--- src/include/fpc_regs.vh ---
`ifndef FPC_REGS_VH
`define FPC_REGS_VH

// Opcodes decoded by the command logic.
`define FPC_OP_WRITE_EN   8'h06
`define FPC_OP_CLR_STATUS 8'h30
`define FPC_OP_CFGP   8'h2F
`define FPC_OP_LKRD   8'hA7
`define FPC_OP_LKLK   8'hA6
`define FPC_OP_SCRD   8'hE7
`define FPC_OP_SCPG   8'hE8
`define FPC_OP_SCUL   8'hEA
`define FPC_OP_RARM   8'h66
`define FPC_OP_RST    8'h99

// Field positions.
`define FPC_LOCK_SEC   0
`define FPC_LOCK_GUARD 6
`define FPC_CFG_PWMODE 2
`define FPC_CFG_GUARD  6

// Reset values of the stored registers.
`define FPC_CFG_RST    16'hFFFF
`define FPC_LOCK_RST   8'h41
`define FPC_SECRET_RST 8'hFF

// Data lengths of the write frames in bits.
`define FPC_CFG_BITS    7'h10
`define FPC_SECRET_BITS 7'h40

// Timing: figures in ns and derived clock counts at 100 MHz, all 20 bits wide
// so that the counts meet the 20-bit timer without being cut.
`define FPC_CLK_NS    20'h0000A
`define FPC_PROG_NS   20'h007D0
`define FPC_SRST_NS   20'h02710
`define FPC_PWRUP_NS  20'h493E0
`define FPC_PROG_CYC  ((`FPC_PROG_NS + `FPC_CLK_NS - 20'h00001) / `FPC_CLK_NS)
`define FPC_SRST_CYC  ((`FPC_SRST_NS + `FPC_CLK_NS - 20'h00001) / `FPC_CLK_NS)
`define FPC_PWRUP_CYC ((`FPC_PWRUP_NS + `FPC_CLK_NS - 20'h00001) / `FPC_CLK_NS)

`endif

--- src/fpc_cmd_logic.v ---
`timescale 1ns/100ps
`default_nettype none
`include "fpc_regs.vh"

module fpc_cmd_logic #(
  parameter [19:0] PWRUP_CYC = `FPC_PWRUP_CYC
) (
  input  wire        clk,
  input  wire        reset,
  input  wire        sck,
  input  wire        cs_n,
  input  wire [3:0]  io_in,
  output reg  [3:0]  io_out,
  output reg  [3:0]  io_oe_n,
  input  wire        quad_wide_mode,
  input  wire        prog_fail,
  input  wire        guard_wr,
  input  wire        guard_val,
  output wire        busy_flag,
  output reg         write_latch,
  output reg         program_error,
  output reg  [7:0]  lock_status,
  output reg  [15:0] region_protection_config,
  output reg         status_guard_bit,
  output reg         reset_armed,
  output reg         powerup_done
);

  localparam [2:0] ST_IDLE  = 3'h0;
  localparam [2:0] ST_PROG  = 3'h1;
  localparam [2:0] ST_HANG  = 3'h2;
  localparam [2:0] ST_SRST  = 3'h3;
  localparam [2:0] ST_PWRUP = 3'h4;

  localparam [1:0] K_CFG  = 2'h0;
  localparam [1:0] K_LOCK = 2'h1;
  localparam [1:0] K_SECP = 2'h2;
  localparam [1:0] K_SECU = 2'h3;

  localparam [19:0] PROG_LAST = `FPC_PROG_CYC - 20'h00001;
  localparam [19:0] SRST_LAST = `FPC_SRST_CYC - 20'h00001;
  localparam [19:0] PWRUP_LAST = PWRUP_CYC - 20'h00001;

  // Clocks needed to carry a number of data bits in the current width.
  function [6:0] need_clks;
    input [6:0] bits;
    input       quad;
    begin
      need_clks = quad ? {2'b00, bits[6:2]} : bits;
    end
  endfunction

  // Puts one output unit of a byte on the lines: a nibble, or one bit on IO1.
  function [3:0] pick_unit;
    input [7:0] data;
    input [2:0] idx;
    input       quad;
    begin
      if (quad) begin
        pick_unit = idx[0] ? data[3:0] : data[7:4];
      end else begin
        pick_unit = {2'b00, data[3'h7 - idx], 1'b0};
      end
    end
  endfunction

  // Reorders a received stream so the first byte lands in the low byte.
  function [63:0] swap_bytes;
    input [63:0] stream;
    integer k;
    begin
      swap_bytes = 64'h0000000000000000;
      for (k = 0; k < 8; k = k + 1) begin
        swap_bytes[8*k +: 8] = stream[56-8*k +: 8];
      end
    end
  endfunction

  reg        sck_s1_q, sck_s2_q, sck_s3_q;
  reg        cs_s1_q, cs_s2_q, cs_s3_q;
  reg [3:0]  io_s1_q, io_s2_q;
  reg        quad_q;
  reg [7:0]  op_q;
  reg [3:0]  opcnt_q;
  reg        op_ok_q;
  reg [6:0]  ccnt_q;
  reg        ovf_q;
  reg [63:0] sr_q;
  reg [2:0]  state_q;
  reg [1:0]  kind_q;
  reg [19:0] tmr_q;
  reg [63:0] stage_q;
  reg        mism_q;

  wire       sck_rise    = sck_s2_q & ~sck_s3_q & ~cs_s2_q;
  wire       sck_fall    = ~sck_s2_q & sck_s3_q & ~cs_s2_q;
  wire       frame_start = ~cs_s2_q & cs_s3_q;
  wire       frame_end   = cs_s2_q & ~cs_s3_q;
  wire [3:0] unit_bits   = quad_q ? 4'h4 : 4'h1;
  wire [6:0] rdk         = ccnt_q - 7'h01;
  wire       len16_ok    = ~ovf_q & (ccnt_q == need_clks(`FPC_CFG_BITS, quad_q));
  wire       len64_ok    = ~ovf_q & (ccnt_q == need_clks(`FPC_SECRET_BITS, quad_q));
  wire       no_data     = ~ovf_q & (ccnt_q == 7'h00);
  wire       pw_mode     = ~region_protection_config[`FPC_CFG_PWMODE];
  wire [7:0] stage_byte  = stage_q[{tmr_q[2:0], 3'b000} +: 8];
  wire [7:0] cmp_byte    = stage_q[{tmr_q[2:0] - 3'h1, 3'b000} +: 8];
  wire       mem_wr      = (state_q == ST_PROG) & (kind_q == K_SECP) & (tmr_q < 20'h00008);
  wire [2:0] mem_raddr;
  wire [7:0] mem_rdata;

  assign busy_flag = (state_q != ST_IDLE);
  assign mem_raddr = (state_q == ST_PROG) ? tmr_q[2:0] : (quad_q ? rdk[3:1] : rdk[5:3]);

  fpc_secret_mem u_secret (
    .clk       (clk),
    .reset     (reset),
    .wr_en     (mem_wr),
    .wr_addr   (tmr_q[2:0]),
    .wr_data   (stage_byte),
    .rd_addr   (mem_raddr),
    .rd_data_q (mem_rdata)
  );

  // Two-stage synchronisers for the pins, plus a third stage for edge finding.
  always @(posedge clk or posedge reset) begin
    if (reset) begin
      sck_s1_q <= 1'b0;
      sck_s2_q <= 1'b0;
      sck_s3_q <= 1'b0;
      cs_s1_q  <= 1'b1;
      cs_s2_q  <= 1'b1;
      cs_s3_q  <= 1'b1;
      io_s1_q  <= 4'h0;
      io_s2_q  <= 4'h0;
    end else begin
      sck_s1_q <= sck;
      sck_s2_q <= sck_s1_q;
      sck_s3_q <= sck_s2_q;
      cs_s1_q  <= cs_n;
      cs_s2_q  <= cs_s1_q;
      cs_s3_q  <= cs_s2_q;
      io_s1_q  <= io_in;
      io_s2_q  <= io_s1_q;
    end
  end

  // Frame capture: opcode shifting, then data clocks counted after the opcode.
  always @(posedge clk or posedge reset) begin
    if (reset) begin
      quad_q  <= 1'b0;
      op_q    <= 8'h00;
      opcnt_q <= 4'h0;
      op_ok_q <= 1'b0;
      ccnt_q  <= 7'h00;
      ovf_q   <= 1'b0;
      sr_q    <= 64'h0000000000000000;
    end else if (frame_start) begin
      quad_q  <= quad_wide_mode;
      opcnt_q <= 4'h0;
      op_ok_q <= 1'b0;
      ccnt_q  <= 7'h00;
      ovf_q   <= 1'b0;
    end else if (sck_rise) begin
      if (!op_ok_q) begin
        op_q    <= quad_q ? {op_q[3:0], io_s2_q} : {op_q[6:0], io_s2_q[0]};
        opcnt_q <= opcnt_q + unit_bits;
        if ((opcnt_q + unit_bits) == 4'h8) begin
          op_ok_q <= 1'b1;
        end
      end else begin
        ccnt_q <= ccnt_q + 7'h01;
        if (ccnt_q == 7'h7F) begin
          ovf_q <= 1'b1;
        end
        sr_q <= quad_q ? {sr_q[59:0], io_s2_q} : {sr_q[62:0], io_s2_q[0]};
      end
    end
  end

  // Read data leave on falling clock edges after the dummy clock.
  always @(posedge clk or posedge reset) begin
    if (reset) begin
      io_out  <= 4'h0;
      io_oe_n <= 4'hF;
    end else if (cs_s2_q) begin
      io_oe_n <= 4'hF;
    end else if (sck_fall && op_ok_q && ccnt_q != 7'h00) begin
      if (op_q == `FPC_OP_LKRD) begin
        io_out  <= pick_unit(lock_status, rdk[2:0], quad_q);
        io_oe_n <= quad_q ? 4'h0 : 4'hD;
      end else if (op_q == `FPC_OP_SCRD) begin
        io_out  <= pick_unit(pw_mode ? 8'h00 : mem_rdata, rdk[2:0], quad_q);
        io_oe_n <= quad_q ? 4'h0 : 4'hD;
      end
    end
  end

  // Self-timed operations, status flags and command execution at frame end.
  always @(posedge clk or posedge reset) begin
    if (reset) begin
      state_q                  <= ST_PWRUP;
      kind_q                   <= K_CFG;
      tmr_q                    <= 20'h00000;
      stage_q                  <= 64'h0000000000000000;
      mism_q                   <= 1'b0;
      write_latch              <= 1'b0;
      program_error            <= 1'b0;
      lock_status              <= `FPC_LOCK_RST;
      region_protection_config <= `FPC_CFG_RST;
      status_guard_bit         <= 1'b0;
      reset_armed              <= 1'b0;
      powerup_done             <= 1'b0;
    end else begin
      // The guard bit follows its writer and is untouched by software reset.
      if (guard_wr) begin
        status_guard_bit <= guard_val;
      end
      case (state_q)
        ST_PROG: begin
          tmr_q <= tmr_q + 20'h00001;
          if (kind_q == K_SECU && tmr_q >= 20'h00001 && tmr_q <= 20'h00008) begin
            if (mem_rdata != cmp_byte) begin
              mism_q <= 1'b1;
            end
          end
          if (tmr_q == PROG_LAST) begin
            state_q <= ST_IDLE;
            case (kind_q)
              K_CFG: begin
                region_protection_config <= stage_q[15:0];
                write_latch              <= 1'b0;
                program_error            <= prog_fail;
              end
              K_LOCK: begin
                lock_status[`FPC_LOCK_SEC]   <= 1'b0;
                lock_status[`FPC_LOCK_GUARD] <= region_protection_config[`FPC_CFG_GUARD];
                write_latch                  <= 1'b0;
                program_error                <= prog_fail;
              end
              K_SECP: begin
                write_latch   <= 1'b0;
                program_error <= prog_fail;
              end
              default: begin
                if (mism_q) begin
                  program_error <= 1'b1;
                  state_q       <= ST_HANG;
                end else begin
                  lock_status[`FPC_LOCK_SEC] <= 1'b1;
                end
              end
            endcase
          end
        end
        ST_SRST: begin
          tmr_q <= tmr_q + 20'h00001;
          if (tmr_q == SRST_LAST) begin
            state_q <= ST_IDLE;
          end
        end
        ST_PWRUP: begin
          tmr_q <= tmr_q + 20'h00001;
          if (tmr_q == PWRUP_LAST) begin
            state_q      <= ST_IDLE;
            powerup_done <= 1'b1;
          end
        end
        ST_HANG: begin
          tmr_q <= 20'h00000;
        end
        default: begin
          tmr_q <= 20'h00000;
        end
      endcase

      // Decoding at chip select rise; it comes last so it wins over completion.
      if (frame_end && op_ok_q) begin
        reset_armed <= (op_q == `FPC_OP_RARM) && no_data;
        case (op_q)
          `FPC_OP_WRITE_EN: begin
            if (!busy_flag && no_data) begin
              write_latch <= 1'b1;
            end
          end
          `FPC_OP_CLR_STATUS: begin
            if (no_data && (state_q == ST_IDLE || state_q == ST_HANG)) begin
              program_error <= 1'b0;
              state_q       <= ST_IDLE;
            end
          end
          `FPC_OP_RST: begin
            if (reset_armed && no_data) begin
              write_latch   <= 1'b0;
              program_error <= 1'b0;
              lock_status   <= (`FPC_LOCK_RST & 8'hFE) | (lock_status & 8'h01);
              tmr_q         <= 20'h00000;
              state_q       <= powerup_done ? ST_SRST : ST_PWRUP;
            end
          end
          `FPC_OP_CFGP: begin
            if (!busy_flag && write_latch && len16_ok) begin
              stage_q <= {48'h000000000000, sr_q[7:0], sr_q[15:8]};
              kind_q  <= K_CFG;
              tmr_q   <= 20'h00000;
              state_q <= ST_PROG;
            end
          end
          `FPC_OP_LKLK: begin
            if (!busy_flag && write_latch && no_data) begin
              kind_q  <= K_LOCK;
              tmr_q   <= 20'h00000;
              state_q <= ST_PROG;
            end
          end
          `FPC_OP_SCPG: begin
            if (!busy_flag && write_latch && len64_ok && !pw_mode) begin
              stage_q <= swap_bytes(sr_q);
              kind_q  <= K_SECP;
              tmr_q   <= 20'h00000;
              state_q <= ST_PROG;
            end
          end
          `FPC_OP_SCUL: begin
            if (!busy_flag && len64_ok) begin
              stage_q <= swap_bytes(sr_q);
              mism_q  <= 1'b0;
              kind_q  <= K_SECU;
              tmr_q   <= 20'h00000;
              state_q <= ST_PROG;
            end
          end
          default: begin
            kind_q <= kind_q; // Reads and unknown opcodes leave a running timer alone.
          end
        endcase
      end
    end
  end

endmodule // fpc_cmd_logic

`default_nettype wire

--- src/fpc_secret_mem.v ---
`timescale 1ns/100ps
`default_nettype none
`include "fpc_regs.vh"

module fpc_secret_mem (
  input  wire       clk,
  input  wire       reset,
  input  wire       wr_en,
  input  wire [2:0] wr_addr,
  input  wire [7:0] wr_data,
  input  wire [2:0] rd_addr,
  output reg  [7:0] rd_data_q
);

  reg     [7:0] mem_q [0:7];
  integer       i;

  // Eight byte cells holding the secret; read data leave through a register.
  always @(posedge clk or posedge reset) begin
    if (reset) begin
      for (i = 0; i < 8; i = i + 1) begin
        mem_q[i] <= `FPC_SECRET_RST;
      end
      rd_data_q <= 8'h00;
    end else begin
      if (wr_en) begin
        mem_q[wr_addr] <= wr_data;
      end
      rd_data_q <= mem_q[rd_addr];
    end
  end

endmodule // fpc_secret_mem

`default_nettype wire

--- config.mk ---
export PLATFORM = sky130hd
export DESIGN_NAME = fpc_cmd_logic
export DESIGN_NICKNAME = d
export VERILOG_FILES = /design/src/fpc_cmd_logic.v /design/src/fpc_secret_mem.v
export VERILOG_INCLUDE_DIRS = /design/src /design/src/include
export SDC_FILE = /design/constraint.sdc
export NUM_CORES = 1
export LEC_CHECK = 0
export BUFFER_PORTS_ARGS = -buffer_cell sky130_fd_sc_hd__buf_2
export CAP_MARGIN = 20
export CORE_MARGIN = 8
export CORE_UTILIZATION = 45
export CTS_BUF_LIST = sky130_fd_sc_hd__clkbuf_4
export CTS_CLUSTER_SIZE = 25
export DETAILED_ROUTE_END_ITERATION = 10
export SLEW_MARGIN = 20
export SYNTH_ARGS = -nofsm -noshare
export SYNTH_HDL_FRONTEND = slang
export SYNTH_HIERARCHICAL = 1
export SYNTH_SLANG_ARGS = --single-unit
--- constraint.sdc ---
create_clock -name clk -period 7.1 [get_ports clk]
set_clock_uncertainty 0.1 [all_clocks]
set_input_delay 0.355 -clock clk [delete_from_list [all_inputs] [get_ports clk]]
set_output_delay 0.355 -clock clk [all_outputs]
set_load 0.02 [all_outputs]
* Word level (Yosys, flattened, before mapping)
Cells that the tools add are included.
** Word-level totals
- Output and inout port bits :: 38
- Logic and storage cells :: 256
- Register bits after elaboration :: 293
** Cells by class
- Shift operators :: 2
- Equality and inequality tests :: 31
- Order comparisons :: 7
- Add/subtract/negate cells :: 6
- Multiplexer cells :: 106
- Bitwise operators :: 20
- Reductions and logical operators :: 45
** Operators with widths (number)
- two-way mux 64 bit :: 4
- one-hot mux 64 bit (3 select lines) :: 1
- two-way mux 20 bit :: 7
- variable part select 64 x 7 -> 8 bit :: 2
- one-hot mux 20 bit (5 select lines) :: 1
- bitwise mux 64 bit :: 1
- two-way mux 7 bit :: 7
- == test 8 bit (second input constant) :: 6
- two-way mux 3 bit :: 16
- two-way mux 4 bit :: 12
- two-way mux 8 bit :: 5
- two-way mux 1 bit :: 35
- binary-select mux 8 bit (select 3 bit) :: 1
- demux 8 bit (select 3 bit) :: 1
- adder 20 x 1 -> 20 bit (second input constant) :: 1
- == test 20 x 10 -> 1 bit (second input constant) :: 1
- == test 20 x 15 -> 1 bit (second input constant) :: 1
- == test 20 x 8 -> 1 bit (second input constant) :: 1
- greater-or-equal comparator 20 x 1 -> 1 bit (second input constant) :: 1
- <= comparator 20 x 4 -> 1 bit (second input constant) :: 1
- less-than comparator 20 x 4 -> 1 bit (second input constant) :: 1
- one-hot mux 3 bit (6 select lines) :: 1
- == test 8 x 6 -> 1 bit (second input constant) :: 2
- logical AND 1 bit :: 16
- 47 further kinds :: 92

* Longest topological paths before layout
- Word-level depth :: 9
- Depth in mapped cells :: 13
- Mapped depth without buffers :: 8

* Modules after synthesis
Netlist, hierarchy kept.
** Modules (own cells, without submodules)
- fpc_cmd_logic :: cells each 1123, area an instance 11408.4 µm², times used 1
- fpc_secret_mem :: cells each 181, area an instance 3280.6 µm², times used 1

* Least setup slack after synthesis
OpenSTA, ideal clock, no wires.
- Path type :: register -> register
- Start :: reg tmr_q[0]
- End :: reg mism_q
- Path buffers :: 5
- Stages on the path, launching flop included :: 14
- Setup slack :: 3.149 ns
- Arrival :: 3.712 ns
- Path through :: dfrtp_1 -> buf_2 -> buf_1 -> clkbuf_1 -> inv_1 -> ha_1 -> clkbuf_1 -> clkbuf_1 -> mux4_2 -> xor2_1 -> nor3_1 -> nand3_1 -> o221ai_1 -> a41oi_1
** Between the ends
- Word-level cells in the longest chain between the ends :: 9
** RTL lines
- from (decl) :: line fpc_cmd_logic.v:91 : reg [19:0] tmr_q;
- from (signal assigned) :: line fpc_cmd_logic.v:220 : tmr_q <= tmr_q + 20'h00001;
- from (signal assigned) :: line fpc_cmd_logic.v:256 : tmr_q <= tmr_q + 20'h00001;
- from (signal assigned) :: line fpc_cmd_logic.v:262 : tmr_q <= tmr_q + 20'h00001;
- subtractor 3 x 1 -> 3 bit :: line fpc_cmd_logic.v:106 : wire [7:0] cmp_byte = stage_q[{tmr_q[2:0] - 3'h1, 3'b000} +: 8];
- variable part select 64 x 7 -> 8 bit :: line fpc_cmd_logic.v:106
- inequality test 8 bit :: line fpc_cmd_logic.v:222 : if (mem_rdata != cmp_byte) begin
- two-way mux 1 bit :: line fpc_cmd_logic.v:222
- two-way mux 1 bit (*) :: line fpc_cmd_logic.v:221 : if (kind_q == K_SECU && tmr_q >= 20'h00001 && tmr_q <= 20'h00008) begin
- two-way mux 1 bit (*) :: line fpc_cmd_logic.v:218 : case (state_q)
- two-way mux 1 bit :: line fpc_cmd_logic.v:324 : if (!busy_flag && len64_ok) begin
- two-way mux 1 bit :: line fpc_cmd_logic.v:279 : case (op_q)
- two-way mux 1 bit (*) :: line fpc_cmd_logic.v:277 : if (frame_end && op_ok_q) begin
- to (signal assigned) :: line fpc_cmd_logic.v:205 : mism_q <= 1'b0;
- to (signal assigned) :: line fpc_cmd_logic.v:223 : mism_q <= 1'b1;
- to (signal assigned) :: line fpc_cmd_logic.v:326 : mism_q <= 1'b0;
- to (decl) :: line fpc_cmd_logic.v:93 : reg mism_q;
Every way passes the cells marked *; elsewhere a longest branch is shown, timed or not.
A chain may end at the register's enable or synchronous reset.

* Worst setup path after layout
Ends and elaborated chain as after synthesis.

==> impl_metrics.ini <==
[outcome]
status = finished clean

[sta]
fin_crit_sh_pct = 51.7
slew_violations = 0
rsz0062_at_grt = false
tightest_slew_ns = 1.10
fin_setup_tns_ns = 0
finalSetupViolCount = 0
hold_viol = 0
max_freq_mhz = 272
slew_headroom_pct = 26.6
min_period_ns = 3.67

[run]
drv_cap = 0

[min_path]
whs_endpoint = sck_s1_q$_DFF_PP0_
hp-class = primary input to flip-flop
worstHoldPathCells = 2
min_from = sck

[synth]
synth_top_area_share_pct = 34.6
synth_edf_count = 0
yosys.area.top_type = dfrtp_1
synth_area_leaders = dfrtp_1 35%, dfstp_2 16%, mux2_2 7.8%, mux2i_1 6.1%, mux4_2 5.2%
synth.cell_area_um2 = 14700
synth_most_common_cell = dfrtp_1
yosys_register_bits = 291
syn_avg_cell_area_um2 = 11.3
yosysWarnings = 6
synth-async-reset-ratio_pct = 100
ys_seq_area_share_pct = 50.3
yosys-top-cells-count = 203 x dfrtp_1, 154 x nand2_1, 124 x nor2_1, 102 x mux2_2, 89 x mux2i_1
synth_cell_types = 69
synth_flop_cell = dfrtp_1
synthCells = 1304

[clock_tree]
clock_sinks = 291
root_buffer = clkbuf_4
cts.path.max_buffers = 3
cts.clk_slew.worst_paths_ns = 0.07
cts_buffers = 82
worstSkewPairLatency_ns = 0.72
cts_tree = done
ctsResizeCount = 0
cts_htree_levels = 3

[critical_path]
critPathMaxFanout = 46
r2r-start = tmr_q[0]$_DFF_PP0_
regToRegEndpoint = mism_q$_DFF_PP0_
setup.worst_path.start = tmr_q[0]$_DFF_PP0_
required_ns = 7.59
crit_path_end_kind = flip-flop
r2r_cells = 9
crit_type = flip-flop to flip-flop
r2r_slack_ns = 3.43
crit_arrival_ns = 4.16
critPathLaunchType = flip-flop

[layout]
fill_cells = 2958
finalNetCount = 1388
ff_latch_area_um2 = 7400
multiInputGateArea_um2 = 6860
design_area_um2 = 16400
area_growth_pct = 11.8
drive_gt1_share_pct = 31.1

[die]
fp.dieW_um = 197
ioPinCount = 50
core_um2 = 32400
die_area_um2 = 38700
die_h_um = 197
num_rows = 66
initial_core_util_pct = 45.4

[global_routing]
first_global_vias = 9965
grt_overflow = 0
grt_max_degree = 129
grt.total_usage_pct = 18.1
grt_antenna_before_repair = 1
grt_pass1_wl_mm = 56.1

[detailed_routing]
ant_nets = 0
dr.pass1.iters = 5
wl_per_cell_um = 18.3
drt-initial-drc-count = 652
post-route-drc-count = 0
detail_route.vias_per_cell = 5.39
wirelength_mm = 34.3
num_vias = 10100

[placed_design]
numPortBuffers = 43
dp_hpwl_mm = 22.9
gp_congestion = 0.847
placed_area_um2 = 15200

[pwr]
p_leak_uw = 0.00712
powerDensity_nw_per_um2 = 219
peakVddDrop_mv = 0.127
power breakdown:
part | switching (uW) | internal [uW] | total, uW
clock | 708 | 917 | 1620
sequential | 66.7 | 1700 | 1770
combinational | 118 | 82.0 | 200
through the flow:
step	hold WS [ns]	setup WS (ns)	instances	power [uW]	utilization, %
floorplan	0.231	0.692	1309	1930	-
global placement	0.234	3.35	1713	1990	46.8
detailed placement	0.235	3.37	1713	1990	46.9
CTS	0.126	3.34	1872	3660	50.7
global route	0.151	3.14	1873	3770	50.8
finish	0.178	3.43	1873	3590	50.8
how the worst max path moves through the flow:
| stage | to | slack [ns] | depth (start not counted) |
|---|---|---|---|
| final | mism_q$_DFF_PP0_ | 3.43 | 9 |
| after global routing | mism_q$_DFF_PP0_ | 3.14 | 9 |
| after CTS | u_secret/mem_q[8]$_DFFE_PP1P_ | 3.34 | 5 |
| after detailed placement | stage_q[55]$_DFFE_PP0P_ | 3.37 | 8 |
| after global placement | u_secret/mem_q[47]$_DFFE_PP1P_ | 3.35 | 5 |
| after floorplan | ccnt_q[0]$_DFFE_PP0P_ | 0.69 | 1 |
state kept, by name, indices dropped and copies added (netlist names), 3 cells and up:
| signal | flops |
|---|---|
| u_secret/rd_data_q | 8 |
| stage_q | 64 |
| tmr_q | 20 |
| io_out | 4 |
| state_q | 3 |
| u_secret/mem_q | 64 |
| io_s1_q | 4 |
| region_protection_config | 16 |
| op_q | 8 |
| opcnt_q | 4 |
| sr_q | 64 |
| ccnt_q | 7 |
| io_s2_q | 4 |
kinds of logic (layout without fill, tap and decap cells):
family | count (synthesis) | in the layout | synth area share (%)
flip-flops | 291 | 291 | 50.3
AO/OA/AOI/OAI | 207 | 207 | 7.78
multiplexers | 241 | 241 | 22.0
adder cells (fa/ha/maj) | 10 | 10 | 0.852
XOR/XNOR | 42 | 42 | 2.50
other | 1 | 7 | 0.0255
AND/OR/NAND/NOR | 401 | 401 | 12.9
buffers and inverters | 111 | 232 | 3.64
critical path, stage by stage, from the launching register on:
cell and delay [ns]:
dfrtp_2 0.33, buf_4 0.56, inv_1 0.18, ha_1 0.92, mux4_2 0.63, xor2_1 0.16
nor4_1 0.28, nand3_1 0.17, o221ai_1 0.14, a41oi_1 0.08
placed cells by master (no fill, tap or decap), types with 21 or more instances in the layout:
master    instances
buf_2            43
mux4_2           34
o21ai_0          65
nand2_1         154
a21oi_1          83
nor2_1          123
nand3_1          23
mux2i_1          89
mux2_2          102
xnor2_1          21
xor2_1           21
o21ai_1          21
clkbuf_4        126
dfstp_2          88
dfrtp_1         201
area by class of cell:
| class | instances | area share, % |
|---|---|---|
| sequential | 291 | 45.0 |
| multi-input combinational | 907 | 41.7 |
| clock buffer | 126 | 5.76 |
| tap | 442 | 3.37 |
| timing repair buffer | 68 | 2.67 |
| clock inverter | 22 | 1.03 |
| inverter | 16 | 0.411 |
| antenna | 1 | 0.0152 |
what timing repair did:
action	in CTS	in global routing
hold buffers	11	0
endpoints found under the setup margin	0	0
endpoints found under the hold margin	100	0
buffers inserted	0	0
per-layer routing:
layer	vias to the layer above	GRT usage [%]	routed length, um	part of all wire, %
met5	-	0	0	0
met4	0	5.99	703	2.0
li1	4846	-	-	-
met2	224	27.7	15800	46
met3	63	4.23	1770	5.1
met1	4965	25.2	16000	47
No activity file was read; power rests on OpenSTA's default activity.
